`src/hdl/hpcs_pkg.sv`:
```
// Purpose: Constants and carriers for the host port control and status block.
// Assumes: Core bus is 16 bits wide; host bus is byte wide with 3 address pins.
// Notes:   Every offset, bit position and control-register reset value lives here.
package hpcs_pkg;

    // ------------------------------------------------------------------
    // Register offsets
    // ------------------------------------------------------------------
    localparam logic [15:0] CORE_CTRL_OFS = 16'hffc4;
    localparam logic [15:0] CORE_STAT_OFS = 16'hffe4;
    localparam logic [2:0]  HOST_CTRL_OFS = 3'h0;
    localparam logic [2:0]  HOST_CVR_OFS  = 3'h1;

    // ------------------------------------------------------------------
    // Field positions
    // ------------------------------------------------------------------
    localparam int CC_RX_IE  = 0;
    localparam int CC_TX_IE  = 1;
    localparam int CC_CMD_IE = 2;
    localparam int CC_FLAG0  = 3;
    localparam int CC_FLAG1  = 4;
    localparam int CS_RXF    = 0;
    localparam int CS_TXE    = 1;
    localparam int CS_CMDP   = 2;
    localparam int CS_FLAG0  = 3;
    localparam int CS_FLAG1  = 4;
    localparam int CS_DMA    = 7;
    localparam int HC_RX_REQUEST_ENABLE   = 0;
    localparam int HC_TX_REQUEST_ENABLE   = 1;
    localparam int HC_FLAG0  = 3;
    localparam int HC_FLAG1  = 4;
    localparam int HC_MODE0  = 5;
    localparam int HC_MODE1  = 6;
    localparam int HC_INIT   = 7;
    localparam int CVR_REQ   = 7;

    // ------------------------------------------------------------------
    // Masks, widths and reset values
    // ------------------------------------------------------------------
    localparam logic [7:0] CORE_CTRL_MASK  = 8'h1f;
    localparam logic [7:0] HOST_CTRL_MASK  = 8'hfb;
    localparam logic [7:0] CORE_CTRL_RST   = 8'h00;
    localparam logic [7:0] HOST_CTRL_RST   = 8'h00;
    localparam int         CMD_VEC_W       = 5;
    localparam logic [1:0] MODE_INTERRUPT  = 2'b00;

    // ------------------------------------------------------------------
    // Carriers
    // ------------------------------------------------------------------
    typedef struct packed {
        logic        rd;
        logic        wr;
        logic [15:0] addr;
        logic [15:0] wdata;
    } hpcs_core_bus_t;

    typedef struct packed {
        logic       wr;
        logic [2:0] addr;
        logic [7:0] data;
    } hpcs_host_bus_t;

endpackage

```
`src/hdl/hpcs_top.sv`:
```
// Purpose: Control and status logic of a byte-wide parallel host port.
// Assumes: Host pins are asynchronous and held stable around the write strobe.
// Notes:   Data byte registers and the DMA counter live outside this block.
`timescale 1ns/1ps
`default_nettype none

module hpcs_top
    import hpcs_pkg::*;
#(
    parameter int VEC_W = CMD_VEC_W
) (
    // Clock and reset
    input  wire logic                 clk_sys,
    input  wire logic                 rst,
    // Core register bus
    input  wire hpcs_core_bus_t       core_bus,
    output logic [15:0]               core_rdata,
    // Host pins, asynchronous
    input  wire hpcs_host_bus_t       host_pins,
    output logic [7:0]                host_rdata,
    output logic                      host_request_pin,
    // Data path events, same clock
    input  wire logic                 host_to_core_xfer,
    input  wire logic                 core_to_host_xfer,
    input  wire logic                 core_rx_read,
    input  wire logic                 core_tx_write,
    input  wire logic                 host_rx_full,
    input  wire logic                 host_tx_empty,
    // Core exception side
    input  wire logic                 core_cmd_taken,
    output logic                      core_rx_irq,
    output logic                      core_tx_irq,
    output logic                      core_cmd_irq,
    output logic [VEC_W:0]            core_cmd_addr,
    // Host-side status and init effects
    output logic [1:0]                core_to_host_flags,
    output logic                      init_clear_host_rx,
    output logic                      init_set_host_tx,
    output logic                      dma_cnt_load,
    output logic [1:0]                dma_cnt_value
);

    if (VEC_W < 1 || VEC_W > 6) begin : g_bad_vec
        $error("VEC_W must lie between 1 and 6");
    end

    // ------------------------------------------------------------------
    // Host pin synchroniser
    // ------------------------------------------------------------------
    hpcs_host_bus_t host_s1;
    hpcs_host_bus_t host_s2;
    logic           host_wr_d;
    logic           host_wr_evt;

    always_ff @(posedge clk_sys or posedge rst) begin
        if (rst) begin
            host_s1   <= '0;
            host_s2   <= '0;
            host_wr_d <= 1'b0;
        end else begin
            host_s1   <= host_pins;
            host_s2   <= host_s1;
            host_wr_d <= host_s2.wr;
        end
    end

    assign host_wr_evt = host_s2.wr & ~host_wr_d;
    logic host_ctrl_wr;
    logic host_cvr_wr;
    logic core_ctrl_wr;
    logic core_stat_rd;
    logic core_ctrl_rd;
    assign host_ctrl_wr = host_wr_evt && host_s2.addr == HOST_CTRL_OFS;
    assign host_cvr_wr  = host_wr_evt && host_s2.addr == HOST_CVR_OFS;
    assign core_ctrl_wr = core_bus.wr && core_bus.addr == CORE_CTRL_OFS;
    assign core_ctrl_rd = core_bus.rd && core_bus.addr == CORE_CTRL_OFS;
    assign core_stat_rd = core_bus.rd && core_bus.addr == CORE_STAT_OFS;

    // ------------------------------------------------------------------
    // Host-side control register
    // ------------------------------------------------------------------
    logic [7:0] host_ctrl;
    logic [1:0] mode;
    logic       dma_mode;
    assign mode     = {host_ctrl[HC_MODE1], host_ctrl[HC_MODE0]};
    assign dma_mode = mode != MODE_INTERRUPT;

    // Init runs one cycle after it is written and then self-clears.
    always_ff @(posedge clk_sys or posedge rst) begin
        if (rst) begin
            host_ctrl <= HOST_CTRL_RST;
        end else if (host_ctrl_wr) begin
            host_ctrl <= host_s2.data & HOST_CTRL_MASK;
        end else if (host_ctrl[HC_INIT]) begin
            host_ctrl[HC_INIT] <= 1'b0;
        end
    end

    logic init_exec;
    assign init_exec = host_ctrl[HC_INIT] && !host_ctrl_wr;

    always_ff @(posedge clk_sys or posedge rst) begin
        if (rst) begin
            init_clear_host_rx <= 1'b0;
            init_set_host_tx   <= 1'b0;
            dma_cnt_load       <= 1'b0;
            dma_cnt_value      <= 2'b00;
        end else begin
            init_clear_host_rx <= init_exec && host_ctrl[HC_RX_REQUEST_ENABLE];
            init_set_host_tx   <= init_exec && host_ctrl[HC_TX_REQUEST_ENABLE];
            dma_cnt_load       <= init_exec;
            dma_cnt_value      <= mode;
        end
    end

    // ------------------------------------------------------------------
    // Command request and vector
    // ------------------------------------------------------------------
    logic                cmd_req;
    logic [VEC_W-1:0]    cmd_vec;
    // A host write lands after a same-cycle exception take, so a fresh
    // request is never lost; a cancel may lose against recognition.
    always_ff @(posedge clk_sys or posedge rst) begin
        if (rst) begin
            cmd_req <= 1'b0;
            cmd_vec <= '0;
        end else if (host_cvr_wr) begin
            cmd_req <= host_s2.data[CVR_REQ];
            cmd_vec <= host_s2.data[VEC_W-1:0];
        end else if (core_cmd_taken) begin
            cmd_req <= 1'b0;
        end
    end

    // ------------------------------------------------------------------
    // Core-side control register and channel flags
    // ------------------------------------------------------------------
    logic [7:0] core_ctrl;
    logic       rx_full;
    logic       tx_empty;
    always_ff @(posedge clk_sys or posedge rst) begin
        if (rst) begin
            core_ctrl <= CORE_CTRL_RST;
        end else if (core_ctrl_wr) begin
            core_ctrl <= core_bus.wdata[7:0] & CORE_CTRL_MASK;
        end
    end

    // Channel flags keep working in DMA mode for the unused direction.
    always_ff @(posedge clk_sys or posedge rst) begin
        if (rst) begin
            rx_full <= 1'b0;
        end else if (host_to_core_xfer) begin
            rx_full <= 1'b1;
        end else if (core_rx_read || (init_exec && host_ctrl[HC_TX_REQUEST_ENABLE])) begin
            rx_full <= 1'b0;
        end
    end

    always_ff @(posedge clk_sys or posedge rst) begin
        if (rst) begin
            tx_empty <= 1'b1;
        end else if (core_to_host_xfer
                     || (init_exec && host_ctrl[HC_RX_REQUEST_ENABLE])) begin
            tx_empty <= 1'b1;
        end else if (core_tx_write) begin
            tx_empty <= 1'b0;
        end
    end

    assign core_rx_irq  = core_ctrl[CC_RX_IE] && rx_full;
    assign core_tx_irq  = core_ctrl[CC_TX_IE] && tx_empty;
    assign core_cmd_irq = core_ctrl[CC_CMD_IE] && cmd_req;
    assign core_to_host_flags = {core_ctrl[CC_FLAG1],
                                 core_ctrl[CC_FLAG0]};

    always_ff @(posedge clk_sys or posedge rst) begin
        if (rst) begin
            core_cmd_addr <= '0;
        end else begin
            core_cmd_addr <= {cmd_vec, 1'b0};
        end
    end

    // ------------------------------------------------------------------
    // Core and host read ports
    // ------------------------------------------------------------------
    logic [7:0] core_stat;
    always_comb begin
        core_stat           = 8'h00;
        core_stat[CS_RXF]   = rx_full;
        core_stat[CS_TXE]   = tx_empty;
        core_stat[CS_CMDP]  = cmd_req;
        core_stat[CS_FLAG0] = host_ctrl[HC_FLAG0];
        core_stat[CS_FLAG1] = host_ctrl[HC_FLAG1];
        core_stat[CS_DMA]   = dma_mode;
    end

    // Unmapped core reads answer zero.
    always_ff @(posedge clk_sys or posedge rst) begin
        if (rst) begin
            core_rdata <= 16'h0000;
        end else if (core_stat_rd) begin
            core_rdata <= {8'h00, core_stat};
        end else if (core_ctrl_rd) begin
            core_rdata <= {8'h00, core_ctrl};
        end else if (core_bus.rd) begin
            core_rdata <= 16'h0000;
        end
    end

    always_ff @(posedge clk_sys or posedge rst) begin
        if (rst) begin
            host_rdata <= 8'h00;
        end else if (host_s2.addr == HOST_CVR_OFS) begin
            host_rdata <= 8'(({7'h00, cmd_req} << CVR_REQ) | 8'(cmd_vec));
        end else begin
            host_rdata <= host_ctrl;
        end
    end

    // ------------------------------------------------------------------
    // Host request pin
    // ------------------------------------------------------------------
    logic rx_cond;
    logic tx_cond;
    logic req_cond;
    assign rx_cond = host_ctrl[HC_RX_REQUEST_ENABLE] && host_rx_full;
    assign tx_cond = host_ctrl[HC_TX_REQUEST_ENABLE] && host_tx_empty;
    // Both enables in DMA mode is illegal; the pin then stays quiet.
    assign req_cond = (rx_cond || tx_cond)
        && !(dma_mode && host_ctrl[HC_RX_REQUEST_ENABLE] && host_ctrl[HC_TX_REQUEST_ENABLE]);

    always_ff @(posedge clk_sys or posedge rst) begin
        if (rst) begin
            host_request_pin <= 1'b0;
        end else begin
            host_request_pin <= req_cond;
        end
    end
endmodule

`default_nettype wire

```
`config.mk`:
```
export PLATFORM = sky130hd
export DESIGN_NAME = hpcs_top
export DESIGN_NICKNAME = d
export VERILOG_FILES = /design/src/hdl/hpcs_pkg.sv /design/src/hdl/hpcs_top.sv
export SDC_FILE = /design/constraint.sdc
export NUM_CORES = 1
export LEC_CHECK = 0
export ABC_AREA = 1
export BUFFER_PORTS_ARGS = -buffer_cell sky130_fd_sc_hd__buf_2
export CAP_MARGIN = 20
export CORE_ASPECT_RATIO = 1.5
export CORE_MARGIN = 3
export CORE_UTILIZATION = 30
export DETAILED_ROUTE_END_ITERATION = 7
export PLACE_DENSITY = 0.64
export SYNTH_ARGS = -nofsm -noshare
export SYNTH_HDL_FRONTEND = slang
export SYNTH_SLANG_ARGS = --single-unit
```
`constraint.sdc`:
```
create_clock -name clk_sys -period 2.15 [get_ports clk_sys]
set_input_delay 0.215 -clock clk_sys [delete_from_list [all_inputs] [get_ports clk_sys]]
set_output_delay 0.215 -clock clk_sys [all_outputs]
set_load 0.02 [all_outputs]
```
==> results of run 1 <==
## layout by cell type (no fill, tap or decap)
cell            n
clkbuf_8        1
dfstp_2         1
bufinv_16       2
clkbuf_1        1
o21ai_2         5
clkinvlp_4      3
nand2_4         1
a21oi_2         1
dfrtp_1        69
dlygate4sd3_1  13
inv_1          27
conb_1         11
inv_2           1
buf_2          73
o21ai_0         7
nand3_1        23
clkbuf_16       9
nand2_1        61
nor3_4          1
a32oi_1         1
nor2_1         18
buf_4           4
nand3b_1        2
## through the flow
stage	hold WS, ps	cell area [sq um]	util	instances
after global routing	97.8	3430	0.423	440
after global placement	318	2980	0.367	411
after detailed placement	324	2980	0.367	411
after floorplan	246	2570	-	246
after CTS	79.9	3430	0.423	440
final	86.1	3430	0.423	440
## worst max-delay path, delay by kind of cell, from the launching register on
kind,cells,cell delay [ps]
buf+inv,3,310
flops,1,340
simple gates,4,700
## power by group
group / switching [W] / internal (W)
clock network: 0.000517 / 0.00105
registers: 0.0000612 / 0.00144
logic: 0.000216 / 0.000127
total: 0.000794 / 0.00262
## cell families (layout without fill, tap and decap cells)
kind of cell           after synthesis  in the layout  synth area share
other                                1             11           0.00148
AO/OA/AOI/OAI                       14             14            0.0380
buffers and inverters               45            134            0.0898
AND/OR/NAND/NOR                    106            106             0.179
flip-flops                          70             70             0.692
## routing by layer
layer  share of wire  up-vias
met3           0.092        6
met4           0.018        0
met2            0.51       73
met1            0.38      806
met5               0        -
li1                -      889
## sequential cells by signal, summed over array words and instances (netlist names), 2 cells and up
signal / count
core_cmd_addr: 5
host_rdata: 8
dma_cnt_value: 2
host_s2: 12
cmd_vec: 5
host_ctrl: 7
host_s1: 12
core_rdata: 6
core_ctrl: 5
## final cells by class
cell class | count | area, sq um | area share
well taps | 105 | 131 | 0.0383
clock buffers | 11 | 243 | 0.0707
clock inverters | 5 | 82.6 | 0.0241
inverters | 28 | 105 | 0.0306
repair buffers | 90 | 526 | 0.153
multi-input cells | 131 | 592 | 0.172
flip-flops and latches | 70 | 1750 | 0.511
## worst paths after layout
| path | end | slack (ps) | cells after the start |
|---|---|---|---|
| setup / recovery | init_clear_host_rx$_DFF_PP0_ | 700 | 7 |
| hold / removal | rx_full$_DFFE_PP0P_ | 90 | 3 |
| setup reg to reg | init_clear_host_rx$_DFF_PP0_ | 700 | 7 |
| hold reg to reg | host_s2[5]$_DFF_PP0_ | 350 | 0 |
| max in group asynchronous | tx_empty$_DFFE_PP1P_ | 1240 | 4 |
| min in group asynchronous | host_s1[6]$_DFF_PP0_ | 520 | 4 |
==> results.md, run 1 <==
- PostCTS Resize Cnt: 0
- Worst Slack Setup Final: 701 ps
- Post-CTS Setup Inserts: 0
- Final Wtd Congestion: 0.733
- H-tree depth: 3
- P&R area growth vs syn: 35.4%
- Met2 Usage GRT: 0.181
- Worst-path clk slew: roughly 50 ps
- Fraction of layout instances using a drive strength above 1: 0.304
- Sum Neg Setup Slack: 0 ps
- Vias: roughly 1,800
- DR WL/cell: between 10 and 15 microns
- CP Capture Type: flop
- Post-Syn Area: 2530 sq um
- Die Wd: 81.1 microns
- Vias in the first global route: 1,717
- Critical Path AT: between 1500 and 2000 ps
- CP cell instances: inv_1 -> nor2_1 -> nand3_1 -> inv_1 -> nor2_1 -> nand2_1 -> inv_1
- Final setup vio count: 0
- I/O Buffers: 73
- Sequential share of the synthesized area: 0.692
- Initial core utilization: 0.313
- Filler cell count: just over 800
- Max Buffers Root-to-Sink: 2
- Yosys cell types: 18
- Critical Path Max Stage Delay: 340 ps
- IO Pins: 96
- YS warnings: 0
- First-pass iteration count of the detailed router: 4
- Largest net degree at the start of global routing: 40
- Most common cell in the synthesized netlist: dfrtp_1
- Initial antenna violation count: 0
- GR Util met3: 0.0373
- First-pass GRT wire length: approximately 7.5 mm
- Pins over their slew limit: 0
- Die area: ~9600 sq um
- Diode count: 0
- Synth area leaders: dfrtp_1 68%, nand2_1 9.0%, nand3_1 4.5%
- Final net count: 385
- Die height: ~120 microns
- CTS tree: done
- RR Startpoint: host_s2[11]$_DFF_PP0_
- FP Rows: 40
- Power per Cell Area: 994 nW/um^2
- Leak: 1.88 nW
- DRC Markers: 0
- Most crowded layer after global routing: met2
- Period minus WS final: 1450 ps
- Routed vias/inst: 4.03
- Remaining Overflow, GRT: 0
- Clk root buf: clkbuf_16
- Synth Instances: roughly 240
- DRT iter0 DRCs: 59
- Core ar.: 8110 sq um
- Crit path launch type: flop
- Worst VDD drop: ~0.00048 V
- Ys async rst share: 1.00
- Hold Crit Class: in2reg
- Unrepaired setup endpoints after global routing: no
- Routed WL: slightly below 5 mm
- Clock latency at the later pin of the worst-skew pair: 320 ps
- FMAX: 0.690 GHz
- Avg Inst Size Synth: 10.7 sq um
- Maxcap violations: 0
- Seq cells post-synth: 70
- Crit share post-route: 0.674
- Tot Pwr: 0.00341 W
- Slowest-stage cell, CP: dfrtp_1
- Synth top area share: 0.681
- Dpl ws: 686 ps
- Clock sink count: 70
- Min-delay src: host_to_core_xfer
- CP Class: reg2reg
- CP Max Fanout: 11
- GRT Util Overall: 0.105
- List of most frequent post-synthesis cells: 69 x dfrtp_1, 61 x nand2_1, 28 x inv_1
- CTS buffer count: 9
- Status: finished clean
- M1 GR Usage: 0.105
- Synth area leader: dfrtp_1
- Most frequent CP cell: inv_1
- Post-DP HPWL: 3.57 mm
- Cts hold-fix bufs: 13
- Synth Flop Type: dfrtp_1
- Detail Route Antenna Nets: 0
- Worst EP required: 2360 ps
- EDFF count, synth: 0
- Skew final: 4.45 ps
- Crit. Startpoint: host_s2[11]$_DFF_PP0_
- Final hold violation count: 0
Power figures use the tool's default switching activity.
==> run 2: changes to the inputs <==
==> constraint.sdc (replaced) <==
create_clock -name clk_sys -period 1.48 [get_ports clk_sys]
set_input_delay 0.148 -clock clk_sys [delete_from_list [all_inputs] [get_ports clk_sys]]
set_output_delay 0.148 -clock clk_sys [all_outputs]
set_load 0.02 [all_outputs]
==> results.md, run 2 (synthesis results as in run 1) <==
- DRT iter0 DRCs: 86 (+46%)
- CP cell instances: nand2_1 -> inv_1 -> buf_2
- Max Buffers Root-to-Sink: 2 (unchanged)
- Routed WL: 4.81 mm (-1.4%)
- Slowest-stage cell, CP: dfstp_2
- Initial antenna violation count: 0 (unchanged)
- Remaining Overflow, GRT: 0 (unchanged)
- Hold Crit Class: in2reg
- Final net count: 386 (+0.26%)
- Period minus WS final: 1280 ps
- I/O Buffers: 73 (unchanged)
- Worst-path clk slew: 60 ps (about the same)
- Post-route cell area: 3490 sq um (+1.7%)
- Final Wtd Congestion: 0.745 (+1.7%)
- Vias in the first global route: 1,696 (-1.2%)
- Sum Neg Setup Slack: 0 ps (unchanged)
- Unrepaired setup endpoints after global routing: no
- Power per Cell Area: 1470 nW/um^2 (+48%)
- Clock latency at the later pin of the worst-skew pair: 320 ps (about the same)
- WP buf/inv: 2 (-1)
- P&R area growth vs syn: 37.7%
- CTS buffer count: 9 (unchanged)
- Pins over their slew limit: 0 (unchanged)
- Cell family with most CP delay: flip-flops
- Skew final: 7.32 ps (+2.87 ps)
- Hold path depth: 3 (unchanged)
- FP Rows: 40 (unchanged)
- Critical Path Max Stage Delay: 550 ps (+210 ps)
- Vias: 1,803 (+1.6%)
- CTS tree: done
- Crit share post-route: 0.863
- DR WL/cell: 10.9 microns (-1.7%)
- Maxcap violations: 0 (unchanged)
- Status: finished clean
- FMAX: 0.783 GHz
- WP depth: 3 (-4)
- Clock sink count: 70 (unchanged)
- Fraction of layout instances using a drive strength above 1: 0.310 (+0.00505)
- CP Capture Type: output port
- Diode count: 0 (unchanged)
- Final hold violation count: 0 (unchanged)
- Die area: 9610 sq um (unchanged)
- Routed vias/inst: 4.09 (+1.4%)
- Commonest non-fill, non-tap cells in the layout: 73 x buf_2, 69 x dfrtp_1, 61 x nand2_1
- First-pass iteration count of the detailed router: 4 (unchanged)
- Leading cell type in the layout, fill and taps excluded: buf_2
- CP Class: reg2out
- FF-to-FF setup slack: 270 ps (-430 ps)
- Top flop regs: host_s1 (12), host_s2 (12), host_rdata (8)
- CP Max Fanout: 3 (-8)
- Placed cell area: 3010 sq um (+1.2%)
- Worst EP required: 1330 ps (-1030 ps)
- Largest net degree at the start of global routing: 47 (+18%)
- Crit path launch type: flop
- Detail Route Antenna Nets: 0 (unchanged)
- H-tree depth: 3 (unchanged)
- Die Wd: 81.1 microns (unchanged)
- DRC Markers: 0 (unchanged)
- Clk root buf: clkbuf_16
- Core ar.: 8110 sq um (unchanged)
- Worst VDD drop: 0.000820 V (+70%)
- Final setup vio count: 0 (unchanged)
- Critical Path AT: 1130 ps (-530 ps)
- IO Pins: 96 (unchanged)
- Leak: 1.90 nW (+1.2%)
- First-pass GRT wire length: 7.53 mm (+0.36%)
- Initial core utilization: 0.313 (unchanged)
- Die height: 119 microns (unchanged)
- Worst reg-to-reg path cell count: 7 (unchanged)
- GRT Util Overall: 0.105 (+0.000107)
- Post-DP HPWL: 3.52 mm (-1.6%)
## run 2: cell types whose count changed in the layout (fill, tap and decap cells not counted), sizes merged
cell,change
inv,-1
clkbuf,-2
buf,+1
clkinv,+2
bufinv,+1
## run 2: worst min-delay path: cells and delay by family
| kind | cells | cell delay, ps |
|---|---|---|
| buffers and inverters | 2 | 100 |
| AND/OR/NAND/NOR | 1 | 60 |
## run 2: layout make-up
cell class	instances	area [sq um]
timing repair buffer	91	558
inverter	28	109
clock buffer	9	225
tap	105	131
sequential	70	1750
multi-input combinational	131	592
fill	783	4620
clock inverter	7	123
## run 2: through the flow
stage / std cells / total power (W) / utilization / hold slack, ps / setup slack (ps)
5_1_grt: 441 / 0.00537 / 0.431 / 9.64 / 103
6_report: 441 / 0.00513 / 0.431 / 16.1 / 203
2_1_floorplan: 246 / 0.00252 / - / 179 / 290
3_3_place_gp: 412 / 0.00270 / 0.372 / 49.5 / 253
4_1_cts: 441 / 0.00521 / 0.431 / 2.47 / 183
3_5_place_dp: 412 / 0.00272 / 0.372 / 50.0 / 244
## run 2: path summary, 6_finish.rpt
| kind | start | end |
|---|---|---|
| setup / recovery | tx_empty$_DFFE_PP1P_ | core_tx_irq |
| max in group asynchronous | rst | core_rdata[4]$_DFFE_PP0P_ |
| min in group asynchronous | rst | host_s1[6]$_DFF_PP0_ |
| hold / removal | host_to_core_xfer | rx_full$_DFFE_PP0P_ |
| setup reg to reg | host_s2[11]$_DFF_PP0_ | init_clear_host_rx$_DFF_PP0_ |
| hold reg to reg | host_s1[10]$_DFF_PP0_ | host_s2[10]$_DFF_PP0_ |
## run 2: layer usage
layer  vias to the layer above  part of all wire  wire length, microns  global-route usage
li1                        902                 -                     -                   -
met1                       815              0.38                  1850               0.109
met2                        77              0.50                  2390               0.177
met3                         9             0.097                   465              0.0404
met4                         0             0.021                   102              0.0539
met5                         -                 0                     0                   0
## run 2: where the power goes
group | internal [W] | total [W] | switching, W
clock network | 0.00165 | 0.00243 | 0.000784
registers | 0.00210 | 0.00219 | 0.0000893
logic | 0.000193 | 0.000508 | 0.000315
## run 2: timing repair
action | 4_1_cts | 5_1_grt
resized for setup | 0 | 0
buffers inserted | 0 | 0
hold buffers | 13 | 0
endpoints found under the hold margin | 81 | 0
